`src/hw/dbgcmd_map.svh`:
```
/*
  Constants of the debug command layer: opcode fields, cycle counts.
  Assumes inclusion by bare name from the package and the design file.
*/
`ifndef DBGCMD_MAP_SVH
`define DBGCMD_MAP_SVH

// Opcode fields
`define DBGCMD_OPC_HW_BIT 7
`define DBGCMD_OPC_WR_BIT 6
`define DBGCMD_OPC_BYTE_BIT 3

// Bus clock rate and host allowances, in bus cycles
`define DBGCMD_CLK_MHZ 100
`define DBGCMD_HW_HOST_WAIT 150
`define DBGCMD_FW_RD_HOST_WAIT 48
`define DBGCMD_FW_WR_HOST_WAIT 36
`define DBGCMD_STRETCH_MAX 7

// Longest wait for a free cycle before a forced steal
`define DBGCMD_STEAL_MAX 128
`define DBGCMD_STEAL_LAST 7'h7f

// Reset values
`define DBGCMD_WORD_RST 16'h0000
`define DBGCMD_BYTE_RST 8'h00

`endif

```
`src/hw/dbgcmd_pkg.sv`:
```
/*
  Types of the debug command layer.
  Assumes dbgcmd_map.svh is on the include path.
*/
`include "dbgcmd_map.svh"

package dbgcmd_pkg;

  typedef enum logic [6:0] {
    DBGCMD_IDLE = 7'b0000001,
    DBGCMD_ADDR_HI = 7'b0000010,
    DBGCMD_ADDR_LO = 7'b0000100,
    DBGCMD_DATA_HI = 7'b0001000,
    DBGCMD_DATA_LO = 7'b0010000,
    DBGCMD_STEAL = 7'b0100000,
    DBGCMD_FW = 7'b1000000
  } dbgcmd_state_t;

endpackage
```
`src/hw/dbgcmd_core.sv`:
```
/*
  Command layer of the background_debug_port: frames opcode, address and
  data bytes, steals bus cycles for hardware commands and hands firmware
  commands to the debug firmware, and returns 16-bit read data.
  Assumes the serial bit layer runs on clk and delivers whole bytes.
*/
//
// Contract
// - A command is an 8-bit opcode followed, by kind, by a 16-bit address, a 16-bit data word, both, or nothing for a firmware read.
// - Every read returns a 16-bit value, byte or word access alike.
// - A byte read leaves its byte in the upper half for an even address and the lower half for an odd one.
// - A misaligned word access by a hardware command drops address bit 0 and uses the even address.
// - The wait for a free bus cycle lasts at most 128 cycles, inside the 150-cycle allowance.
// - No cycle is stolen while an external bus wait is applied, so the counts hold only without it.
// - A serial time-out soft-resets the command layer, which may lose a delayed access.
`timescale 1ns/1ps
`include "dbgcmd_map.svh"

module dbgcmd_core (
  input wire logic clk,
  input wire logic nrst,
  input wire logic cmd_valid,
  input wire logic [7:0] cmd_byte,
  input wire logic serial_timeout,
  input wire logic bus_free,
  input wire logic ext_wait,
  input wire logic [15:0] bus_rdata,
  output logic steal_go,
  output logic [15:0] bus_addr,
  output logic bus_we,
  output logic bus_byte,
  output logic [15:0] bus_wdata,
  output logic fw_req,
  output logic [7:0] fw_opcode,
  output logic [15:0] fw_wdata,
  input wire logic fw_ack,
  input wire logic [15:0] fw_rdata,
  output logic [15:0] rdata_reg,
  output logic rdata_valid_reg,
  output logic busy
);

  dbgcmd_pkg::dbgcmd_state_t state_reg;
  dbgcmd_pkg::dbgcmd_state_t state_next;
  logic [7:0] opcode_reg;
  logic [15:0] addr_reg;
  logic [15:0] data_reg;
  logic [6:0] wait_cnt_reg;
  logic is_hw;
  logic is_wr;
  logic is_byte;
  logic fw_done;

  assign is_hw = opcode_reg[`DBGCMD_OPC_HW_BIT];
  assign is_wr = opcode_reg[`DBGCMD_OPC_WR_BIT];
  assign is_byte = opcode_reg[`DBGCMD_OPC_BYTE_BIT];
  assign busy = (state_reg == dbgcmd_pkg::DBGCMD_STEAL) || (state_reg == dbgcmd_pkg::DBGCMD_FW);

  // Forced steal after the last wait cycle, never during an external wait
  assign steal_go = (state_reg == dbgcmd_pkg::DBGCMD_STEAL) && !ext_wait
                    && (bus_free || (wait_cnt_reg == `DBGCMD_STEAL_LAST));
  assign fw_req = (state_reg == dbgcmd_pkg::DBGCMD_FW);
  assign fw_done = fw_req && fw_ack;
  assign bus_addr = addr_reg;
  assign bus_wdata = data_reg;
  assign bus_we = is_wr;
  assign bus_byte = is_byte;
  assign fw_opcode = opcode_reg;
  assign fw_wdata = data_reg;

  always_comb
  begin
    state_next = state_reg;
    unique case (state_reg)
      dbgcmd_pkg::DBGCMD_IDLE:
        if (cmd_valid)
        begin
          if (cmd_byte[`DBGCMD_OPC_HW_BIT])
            state_next = dbgcmd_pkg::DBGCMD_ADDR_HI;
          else if (cmd_byte[`DBGCMD_OPC_WR_BIT])
            state_next = dbgcmd_pkg::DBGCMD_DATA_HI;
          else
            state_next = dbgcmd_pkg::DBGCMD_FW;
        end
      dbgcmd_pkg::DBGCMD_ADDR_HI:
        if (cmd_valid)
          state_next = dbgcmd_pkg::DBGCMD_ADDR_LO;
      dbgcmd_pkg::DBGCMD_ADDR_LO:
        if (cmd_valid)
          state_next = is_wr ? dbgcmd_pkg::DBGCMD_DATA_HI : dbgcmd_pkg::DBGCMD_STEAL;
      dbgcmd_pkg::DBGCMD_DATA_HI:
        if (cmd_valid)
          state_next = dbgcmd_pkg::DBGCMD_DATA_LO;
      dbgcmd_pkg::DBGCMD_DATA_LO:
        if (cmd_valid)
          state_next = is_hw ? dbgcmd_pkg::DBGCMD_STEAL : dbgcmd_pkg::DBGCMD_FW;
      dbgcmd_pkg::DBGCMD_STEAL:
        if (steal_go)
          state_next = dbgcmd_pkg::DBGCMD_IDLE;
      dbgcmd_pkg::DBGCMD_FW:
        if (fw_ack)
          state_next = dbgcmd_pkg::DBGCMD_IDLE;
      default:
        state_next = dbgcmd_pkg::DBGCMD_IDLE;
    endcase
    // Time-out wins over everything; a stalled access is dropped
    if (serial_timeout)
      state_next = dbgcmd_pkg::DBGCMD_IDLE;
  end

  always_ff @(posedge clk or negedge nrst)
  begin
    if (!nrst)
      state_reg <= dbgcmd_pkg::DBGCMD_IDLE;
    else
      state_reg <= state_next;
  end

  always_ff @(posedge clk or negedge nrst)
  begin
    if (!nrst)
      opcode_reg <= `DBGCMD_BYTE_RST;
    else if (state_reg == dbgcmd_pkg::DBGCMD_IDLE && cmd_valid && !serial_timeout)
      opcode_reg <= cmd_byte;
  end

  // Word accesses are forced even when the low address byte arrives
  always_ff @(posedge clk or negedge nrst)
  begin
    if (!nrst)
      addr_reg <= `DBGCMD_WORD_RST;
    else if (cmd_valid && state_reg == dbgcmd_pkg::DBGCMD_ADDR_HI)
      addr_reg <= {cmd_byte, addr_reg[7:0]};
    else if (cmd_valid && state_reg == dbgcmd_pkg::DBGCMD_ADDR_LO)
      addr_reg <= {addr_reg[15:8], cmd_byte[7:1], cmd_byte[0] & is_byte};
  end

  always_ff @(posedge clk or negedge nrst)
  begin
    if (!nrst)
      data_reg <= `DBGCMD_WORD_RST;
    else if (cmd_valid && state_reg == dbgcmd_pkg::DBGCMD_DATA_HI)
      data_reg <= {cmd_byte, data_reg[7:0]};
    else if (cmd_valid && state_reg == dbgcmd_pkg::DBGCMD_DATA_LO)
      data_reg <= {data_reg[15:8], cmd_byte};
  end

  // Saturates so a long external wait still leaves a bounded forced steal
  always_ff @(posedge clk or negedge nrst)
  begin
    if (!nrst)
      wait_cnt_reg <= 7'h00;
    else if (state_reg != dbgcmd_pkg::DBGCMD_STEAL)
      wait_cnt_reg <= 7'h00;
    else if (wait_cnt_reg != `DBGCMD_STEAL_LAST)
      wait_cnt_reg <= wait_cnt_reg + 7'h01;
  end

  // Whole bus word kept: even byte sits high, odd byte sits low
  always_ff @(posedge clk or negedge nrst)
  begin
    if (!nrst)
      rdata_reg <= `DBGCMD_WORD_RST;
    else if (steal_go && !is_wr)
      rdata_reg <= bus_rdata;
    else if (fw_done && !is_wr)
      rdata_reg <= fw_rdata;
  end

  always_ff @(posedge clk or negedge nrst)
  begin
    if (!nrst)
      rdata_valid_reg <= 1'b0;
    // Time-out beats a read landing in the same cycle: rdata_reg still loads but is not flagged valid
    else if (serial_timeout)
      rdata_valid_reg <= 1'b0;
    else if ((steal_go || fw_done) && !is_wr)
      rdata_valid_reg <= 1'b1;
    else if (state_reg == dbgcmd_pkg::DBGCMD_IDLE && cmd_valid)
      rdata_valid_reg <= 1'b0;
  end

  opcode_frame_a: assert property (@(posedge clk) disable iff (!nrst)
    state_reg == dbgcmd_pkg::DBGCMD_IDLE && cmd_valid && cmd_byte[7] && !serial_timeout
    |=> state_reg == dbgcmd_pkg::DBGCMD_ADDR_HI)
    else $error("Hardware opcode not followed by address");

  write_frame_a: assert property (@(posedge clk) disable iff (!nrst)
    state_reg == dbgcmd_pkg::DBGCMD_ADDR_LO && cmd_valid && is_wr && !serial_timeout
    |=> state_reg == dbgcmd_pkg::DBGCMD_DATA_HI)
    else $error("Write address not followed by data");

  read_width_a: assert property (@(posedge clk) disable iff (!nrst)
    steal_go && !is_wr && !serial_timeout |=> rdata_valid_reg && rdata_reg == $past(bus_rdata))
    else $error("Read word not returned whole");

  fw_read_word_a: assert property (@(posedge clk) disable iff (!nrst)
    fw_done && !is_wr && !serial_timeout |=> rdata_valid_reg && rdata_reg == $past(fw_rdata))
    else $error("Firmware read word not returned whole");

  byte_lane_a: assert property (@(posedge clk) disable iff (!nrst)
    steal_go && !is_wr && is_byte && bus_addr[0] |=> rdata_reg[7:0] == $past(bus_rdata[7:0]))
    else $error("Odd byte not in lower half");

  even_lane_a: assert property (@(posedge clk) disable iff (!nrst)
    steal_go && !is_wr && is_byte && !bus_addr[0] |=> rdata_reg[15:8] == $past(bus_rdata[15:8]))
    else $error("Even byte not in upper half");

  word_align_a: assert property (@(posedge clk) disable iff (!nrst)
    steal_go && !is_byte |-> !bus_addr[0])
    else $error("Word access at odd address");

  steal_bound_a: assert property (@(posedge clk) disable iff (!nrst)
    state_reg == dbgcmd_pkg::DBGCMD_STEAL && wait_cnt_reg == 7'h7f && !ext_wait |-> steal_go)
    else $error("No steal after the longest wait");

  ext_wait_a: assert property (@(posedge clk) disable iff (!nrst)
    ext_wait |-> !steal_go)
    else $error("Cycle stolen during external wait");

  timeout_reset_a: assert property (@(posedge clk) disable iff (!nrst)
    serial_timeout |=> state_reg == dbgcmd_pkg::DBGCMD_IDLE && !rdata_valid_reg)
    else $error("Time-out did not reset the port");

endmodule

```
`config.mk`:
```
export PLATFORM = sky130hd
export DESIGN_NAME = dbgcmd_core
export DESIGN_NICKNAME = d
export VERILOG_FILES = /design/src/hw/dbgcmd_pkg.sv /design/src/hw/dbgcmd_core.sv
export VERILOG_INCLUDE_DIRS = /design/src /design/src/hw
export SDC_FILE = /design/constraint.sdc
export NUM_CORES = 1
export LEC_CHECK = 0
export BUFFER_PORTS_ARGS = -buffer_cell sky130_fd_sc_hd__buf_4
export CORE_MARGIN = 10
export CORE_UTILIZATION = 53
export DETAILED_ROUTE_END_ITERATION = 8
export PLACE_DENSITY = 0.89
export SLEW_MARGIN = 20
export SYNTH_ARGS = -nofsm -noshare
export SYNTH_HDL_FRONTEND = slang
export SYNTH_SLANG_ARGS = --single-unit
export TNS_END_PERCENT = 1
```
`constraint.sdc`:
```
create_clock -name clk -period 2.9 [get_ports clk]
set_input_delay 0.29 -clock clk [delete_from_list [all_inputs] [get_ports clk]]
set_output_delay 0.29 -clock clk [all_outputs]
set_load 0.05 [all_outputs]
```
==> results.cfg, run 1 <==
[die]
initial_core_util_pct = 54.1
die_h_um = 100
ioPinCount = 125
die-area_sq_um = 10000
die_x_um = 100
core-area_sq_um = 6280
rows = 29

[clock_tree]
cts_max_level = 3
post_cts.repair.setup_buffers = 0
clock_path_buffers = 2
numCtsBuffers = 9
clk_pin_slew_ns = 0.08
cts-root-buf = clkbuf_8
cts_hold_buf = 0
cts_tree = done
clkLatencyLatePin_ns = 0.34
cts_resized = 0
cts_sinks = 71

[routing]
drtPass1Iterations = 4
vias = 2532
drcViolationCount = 0
wl_per_cell_um = 18.8
drtIter0Drc = 114
ant_nets = 0
viasPerCell = 5.39
totalWireLength_um = 8830

[synth]
ys_seq_elements = 71
ys_seq_area_share_pct = 52.4
syn_avg_cell_area_sq_um = 12.1
ys_warn_count = 0
syn_nets = 328
synth_enable_flop_cells = 0
synth_cell_type_count = 48
syn_inst = 280
synthFlopType = dfrtp_1
netlist_area_sq_um = 3390
async_flop_share_pct = 100

[placed_design]
dpl_cell_area_sq_um = 4210
dp.cells = 454
gp_congestion = 0.867
hpwlAfterDp_um = 6560
io_buffer_count = 124

[worst_setup_path]
crit_type = reg2out
worstPathRequired_ns = 2.61
crit_path_top_delay_cell = dfrtp_1
max_stage_delay_ns = 0.48
critical_path.max_fanout = 11
cp_top_family = simple AND/OR/NAND/NOR gates
cp-start-kind = flip-flop
endpoint_kind = output port
path_buf_inv = 1
crit_chain = nor3_2 -> nand4b_2 -> nor3_1 -> buf_4
cp.arrival_ns = 2.00

[sta]
final_hold_viol_count = 0
worstMarginPinSlew_ns = 0.897
slew_viol_final = 0
skew_ns = 0.0100
fin_crit_sh_pct = 79.1
slew_headroom_pct = 40.2
rsz0062_at_grt = false
setup-tns-final_ns = 0
min_period_ns = 2.29
setup_viol = 0
whs_ns = 0.0633
fmax_ghz = 0.436

[layout]
nFillCells = 480
fin_area_sq_um = 4430
fin_cells = 470
nNetsFinal = 436
final_util_pct = 70.5
drive_gt1_share_pct = 49.4
antennaDiodeCount = 0
area_growth_pct = 30.5

[run_status]
status = finished, final reports clean

[global_route]
grt_usage_pct = 17.1
grt_max_degree = 72
antenna_found_initial = 0
grt_overflow = 0
grt_pass1_vias = 2681
grt_pass1_wl_um = 13900

[power_and_ir_drop]
p_per_area_nw_per_um2 = 734
ir_drop_uv = 626
p_leak_nw = 2.33

[hold_path]
hold_path_class = in2async

[job]
cap_violations = 0
cells in the mapped netlist, types with 3 or more instances:
cell type / instances / area share (%)
nor2_1: 13 / 1.4
buf_4: 18 / 4.0
nand3_1: 4 / 0.59
xor2_1: 4 / 1.0
o21ai_1: 10 / 1.5
buf_6: 4 / 1.3
dfrtp_1: 70 / 52
nand2_1: 30 / 3.3
mux2i_1: 17 / 5.0
buf_2: 4 / 0.59
mux2_2: 31 / 10
o21ai_0: 12 / 1.8
a21oi_1: 5 / 0.74
a31oi_1: 4 / 0.74
a22o_1: 3 / 0.77
mux2_4: 8 / 3.5
inv_1: 3 / 0.33
layer usage:
layer / track usage (%) / share of wire, %
met3: 7.62 / 10
met2: 26.1 / 46
met1: 20.9 / 43
met5: 0 / 0
met4: 6.30 / 1.1
report_power, final:
group          internal, mW  switching (mW)  total (mW)  leakage, nW
clock network         0.486           0.384       0.869        0.110
registers              1.13           0.108        1.23        0.949
logic                 0.372           0.776        1.15         1.28
total                  1.98            1.27        3.25         2.33
final timing paths:
path                               start              end  slack (ns)  cells past startpoint
max                         state_reg[1]         steal_go        0.61                      4
max reg2reg                 state_reg[5]     rdata_reg[4]        0.72                      5
min                                 nrst  wait_cnt_reg[5]        0.06                      1
min in group clk           bus_rdata[12]    rdata_reg[12]        0.15                      3
min reg2reg                  bus_addr[0]      bus_addr[0]        0.49                      2
max in group asynchronous           nrst     bus_wdata[2]        2.25                      1
worst reg2reg max path, stage by stage, from the launching register on:
cell,delay [ns]
dfrtp_1,0.47
or4b_4,0.60
nor2_4,0.12
nand3b_2,0.46
mux2i_1,0.34
o21ai_1,0.08
cells in the final DEF, fill, tap and decap left out, drive strengths merged, types with 4 or more instances in the layout:
| cell | instances |
|---|---|
| a31oi | 4 |
| nand2 | 30 |
| mux2i | 17 |
| nand3 | 4 |
| nor2 | 14 |
| o21ai | 22 |
| dfrtp | 70 |
| buf | 126 |
| a21oi | 6 |
| clkbuf | 9 |
| mux2 | 39 |
| xor2 | 4 |
| inv | 4 |
cells by family (layout without fill, tap and decap cells):
| logic type | Yosys count | in the layout | share of synthesized area (%) |
|---|---|---|---|
| buf+inv | 32 | 145 | 7.04 |
| compound gates | 43 | 43 | 7.71 |
| mux | 56 | 56 | 18.8 |
| flops | 71 | 71 | 52.4 |
| xor+xnor | 5 | 5 | 1.29 |
| simple gates | 72 | 72 | 12.4 |
| fa+ha+maj | 1 | 1 | 0.369 |
stage by stage:
| stage | power, mW | setup slack (ns) |
|---|---|---|
| 2_1_floorplan | 2.03 | 0.465 |
| 3_3_place_gp | 2.38 | 0.834 |
| 3_5_place_dp | 2.41 | 0.736 |
| 4_1_cts | 3.29 | 0.598 |
| 5_1_grt | 3.37 | 0.418 |
| 6_report | 3.25 | 0.607 |
cell type report:
type	count	area [sq um]	area share, %
tap	77	96.3	2.18
timing repair buffer	126	946	21.4
multi-input combinational	177	1380	31.1
sequential	71	1780	40.2
clock buffer	9	124	2.80
inverter	3	11.3	0.254
clock inverter	7	95.1	2.15
No activity file was read; power rests on OpenSTA's default activity.
==> run 2: changes to the inputs <==
CORE_UTILIZATION = 49   (was 53)
PLACE_DENSITY = 0.83   (was 0.89)
clock period = 2.3 ns   (was 2.9 ns; I/O delays follow)
==> run 2 against run 1 <==
Compared with the run above:
- clock power increased by 7.1%
- design area increased by 1.5%
- first-iteration DRC count increased by 3.5%
- sequential share of layout area decreased by 0.59 points
- global-route usage decreased by 0.82 points
- count of clock-buffer cells in the layout unchanged
- routed wire length increased by 0.33%
- total power increased by 22%
- flip-flop and latch count unchanged
- register-to-register slack got worse by 0.53 ns
- non-clock buffer count increased by 9
- worst hold slack got worse by 0.061 ns
==> results.cfg, run 2 (same netlist as run 1, synthesis figures left out) <==
[sta]
slew_headroom_pct = 40.8
fmax_ghz = 0.459
rsz0062_at_grt = false
final_hold_viol_count = 0
min_period_ns = 2.18
whs_ns = 0.00182
fin_crit_sh_pct = 94.7
setup_viol = 0
worstMarginPinSlew_ns = 0.888
setup-tns-final_ns = 0
skew_ns = 0.00975
slew_viol_final = 0

[hold_path]
hold_path_class = in2async

[routing]
vias = 2569
drtIter0Drc = 118
wl_per_cell_um = 18.4
totalWireLength_um = 8860
drtPass1Iterations = 4
viasPerCell = 5.33
ant_nets = 0
drcViolationCount = 0

[layout]
drive_gt1_share_pct = 51.0
nFillCells = 510
layout_common_cells = buf_4, dfrtp_1, mux2_2
fin_area_sq_um = 4490
final_util_pct = 66.5
antennaDiodeCount = 0
final_common_cell = buf_4
area_growth_pct = 32.4
nNetsFinal = 445

[power_and_ir_drop]
seqPwrFrac_pct = 39.1
p_per_area_nw_per_um2 = 880
p_sw_mw = 1.64
ir_drop_uv = 704
intPower_mw = 2.31
swShare_pct = 41.5
p_total_mw = 3.96
p_leak_nw = 2.36
pwr-share-comb_pct = 37.3
p_clk_share_pct = 23.5

[worst_setup_path]
crit_chain = ha_1 -> and4_1 -> a31oi_1 -> nor3_2 -> buf_4
worstPathRequired_ns = 2.07
endpoint_kind = output port
r2r_start = wait_cnt_reg[0]
max_stage_delay_ns = 0.43
path_buf_inv = 1
r2r_setup_slack_ns = 0.19
reg2reg_to = state_reg[5]
critical_path.max_fanout = 4
crit_type = reg2out
crit_path_top_delay_cell = a31oi_1
cp-start-kind = flip-flop
cp.arrival_ns = 1.95
rr_worst_depth = 6
cp_top_family = compound AO/OA/AOI/OAI gates

[global_route]
use_met2_pct = 25.2
grt_pass1_vias = 2702
grt_max_degree = 72
grt_pass1_wl_um = 13500
grt_use_met3_pct = 8.84
antenna_found_initial = 0
grt_usage_pct = 16.3
grt_busiest_layer = met2
grt_overflow = 0
grtUsageMet1_pct = 19.0

[run_status]
status = finished, final reports clean

[die]
die_h_um = 103
ioPinCount = 125
rows = 30
die_x_um = 103
initial_core_util_pct = 50.2
core-area_sq_um = 6760
die-area_sq_um = 10700

[job]
cap_violations = 0

[clock_tree]
cts_max_level = 3
cts_hold_buf = 0
numCtsBuffers = 9
clock_path_buffers = 2
clk_pin_slew_ns = 0.08
cts_sinks = 71
cts-root-buf = clkbuf_8
cts_tree = done
clkLatencyLatePin_ns = 0.35

[placed_design]
hpwlAfterDp_um = 6730
gp_congestion = 0.930
dpl_cell_area_sq_um = 4300
io_buffer_count = 124
==> run 2: changes by cell type in the layout (fill, tap and decap cells not counted), moves of 2 or more <==
cell and delta:
inv_6 +2, buf_4 +8, bufinv_16 -2, clkinv_2 -2
==> run 2: area by class of cell <==
cell class              instances  area (sq um)  share of cell area (%)
multi-input cells             177          1390                    31.0
clock inverters                 7          61.3                    1.36
repair buffers                135          1030                    22.8
inverters                       3          11.3                   0.251
flip-flops and latches         71          1780                    39.6
clock buffers                   9           124                    2.76
well taps                      80           100                    2.23
==> run 2: layer usage <==
metal	up-vias	wire length, um
met5	-	0
met4	0	127
met3	11	1020
met2	113	4030
met1	1230	3680
li1	1215	-
==> run 2: power groups by stage <==
stage	logic, mW	registers, mW	clock network, mW
2_1_floorplan	0.427	2.13	0
3_3_place_gp	1.47	1.56	0
3_5_place_dp	1.49	1.57	0
4_1_cts	1.49	1.55	0.954
5_1_grt	1.54	1.57	1.01
6_report	1.48	1.55	0.931
==> run 2: worst max path at each step <==
| stage | start | end | depth (start not counted) |
|---|---|---|---|
| 2_1_floorplan | state_reg[2] | busy | 3 |
| 3_3_place_gp | state_reg[4] | bus_wdata[10] | 5 |
| 3_5_place_dp | state_reg[4] | bus_wdata[9] | 5 |
| 4_1_cts | wait_cnt_reg[0] | steal_go | 5 |
| 5_1_grt | wait_cnt_reg[0] | steal_go | 5 |
| 6_report | wait_cnt_reg[0] | steal_go | 5 |
==> run 2: per-stage QoR <==
step,setup slack [ns],cells
after CTS,0.118,482
after global routing,0.0188,482
after detailed placement,-0.0195,466
final,0.122,482
after floorplan,-0.0631,280
after global placement,0.0307,466
==> run 2: what timing repair did <==
item	CTS	global route
setup endpoints to repair	7	2
gates resized for setup	1	1
buffers inserted	0	0
==> run 2: worst reg2reg max path, stage by stage, from the launching register on <==
cell and delay [ns]:
dfrtp_1 0.39, ha_1 0.22, and4_1 0.27, a31oi_1 0.20, o21ba_2 0.28, or3_1 0.36
a32o_1 0.27
==> run 3: changes to the inputs <==
CORE_UTILIZATION = 45   (was 49)
PLACE_DENSITY = 0.81   (was 0.83)
clock period = 1.8 ns   (was 2.3 ns; I/O delays follow)
==> run 3 against run 2 <==
Compared with the run above:
- the flow now finishes with violations (negative setup slack)
- routed wire length rose by 13%
- global-route usage rose by 0.48 points
- register-to-register slack got worse by 0.31 ns
- die area rose by 7.1%
- clock skew fell by 0.0053 ns
- via count rose by 7.7%
- clock power rose by 34%
- sequential power rose by 26%
- combinational power rose by 36%
- design area rose by 11%
- sequential share of layout area fell by 3.8 points
- total power rose by 32%
==> results.cfg, run 3 (same netlist as run 1, synthesis figures left out) <==
[worst_setup_path]
reg2reg_to = state_reg[1]
critical_path.max_fanout = 6
cp-startpoint = state_reg[2]
r2r_setup_slack_ns = -0.12
r2r_start = state_reg[1]
worstPathRequired_ns = 1.62
cp-start-kind = flip-flop
cp.arrival_ns = 1.79
endpoint_kind = output port
crit_type = reg2out
rr_worst_depth = 7
critPathCapture = busy

[layout]
area_growth_pct = 46.4
nNetsFinal = 478
antennaDiodeCount = 0
layout_common_cells = buf_4, dfrtp_1, mux2_2
nFillCells = 577
fin_cells = 534
final_util_pct = 68.1
final_common_cell = buf_4
drive_gt1_share_pct = 58.2

[power_and_ir_drop]
p_per_area_nw_per_um2 = 1050
ir_drop_uv = 782
p_total_mw = 5.23
p_leak_nw = 2.59

[run_status]
violations = negative setup slack
status = finished with violations

[die]
core-area_sq_um = 7290
die_x_um = 107
initial_core_util_pct = 46.5
die-area_sq_um = 11400
die_h_um = 107
ioPinCount = 125
rows = 31

[clock_tree]
clk_pin_slew_ns = 0.08
cts-root-buf = clkbuf_8
clkLatencyLatePin_ns = 0.34
numCtsBuffers = 9
clock_path_buffers = 2
cts_max_level = 3
cts_sinks = 71
cts_tree = done

[job]
cap_violations = 0

[global_route]
grt_usage_pct = 16.8
antenna_found_initial = 0
grt_pass1_vias = 3065
grt_overflow = 0
grt_pass1_wl_um = 15300
grt_max_degree = 39

[placed_design]
dp.cells = 505
hpwlAfterDp_um = 7330
gp_congestion = 0.862
io_buffer_count = 124

[hold_path]
hold_path_class = in2reg
whs_path_depth = 3

[routing]
totalWireLength_um = 10000
wl_met2_um = 4790
wl_per_cell_um = 18.8
drtPass1Iterations = 4
ant_nets = 0
drcViolationCount = 0
drt-met1-wl_um = 4070
wl_met3_um = 986
drtIter0Drc = 101
vias = 2766
viasPerCell = 5.18
highest_layer = met4

[sta]
fmax_ghz = 0.509
slew_headroom_pct = 69.7
skew_ns = 0.00441
setup-tns-final_ns = -2.37
fin_crit_sh_pct = 109
setup_viol = 31
final_hold_viol_count = 0
setup_slack_ns = -0.166
min_period_ns = 1.97
slew_viol_final = 0
rsz0062_at_grt = true
worstMarginPinSlew_ns = 0.454
run 3: changes by cell type in the layout (fill, tap and decap cells not counted), moves of 3 or more:
cell / change
clkinv_2: +3
o21ai_0: -8
o21ai_1: +6
buf_6: +14
inv_6: -3
buf_4: +16
run 3: final cells by class:
type                    count  area [sq um]  area share, %
flip-flops and latches     71          1780           35.8
repair buffers            168          1350           27.3
clock buffers              10           128           2.57
inverters                   3          11.3          0.227
clock inverters             6          61.3           1.23
well taps                  99           124           2.49
multi-input cells         177          1510           30.4
run 3: report_power, final:
group	switching, mW	total [mW]	internal [mW]
Sequential	0.149	1.96	1.81
Clock	0.619	1.25	0.636
Combinational	1.32	2.01	0.693
run 3: how the worst min path moves through the flow:
stage | startpoint | slack (ns) | end
2_1_floorplan | nrst | -0.12 | bus_addr[0]
3_3_place_gp | nrst | 0.15 | bus_wdata[13]
3_5_place_dp | nrst | 0.16 | bus_wdata[13]
4_1_cts | bus_rdata[6] | 0.03 | rdata_reg[6]
5_1_grt | bus_rdata[6] | 0.04 | rdata_reg[6]
6_report | bus_rdata[6] | 0.04 | rdata_reg[6]
run 3: timing repair:
action                     4_1_cts  5_1_grt
setup buffers                    4        8
pin swaps                        8        7
hold endpoints to repair        32        0
gates resized for setup         20       27
setup endpoints to repair       43       58
hold buffers                     1        0
cloned                           0        0
run 3: per-layer routing:
| layer | vias up | track usage (%) |
|---|---|---|
| met2 | 121 | 27.0 |
| met1 | 1352 | 19.0 |
| met4 | 0 | 6.77 |
| met3 | 16 | 7.43 |
| li1 | 1277 | - |
| met5 | - | 0 |
run 3: worst max-delay path, stage by stage (launching register included):
cell and delay, ns:
dfrtp_1 0.43, buf_6 0.16, or4b_4 0.51, o21ai_2 0.16, buf_6 0.18
run 3: stage by stage:
| stage | hold WS (ns) | instance area [sq um] | setup slack (ns) |
|---|---|---|---|
| floorplan | -0.116 | 3400 | -0.253 |
| global placement | 0.153 | 4500 | -0.162 |
| detailed placement | 0.162 | 4500 | -0.215 |
| CTS | 0.0324 | 4790 | -0.210 |
| global route | 0.0380 | 4970 | -0.236 |
| finish | 0.0430 | 4970 | -0.166 |
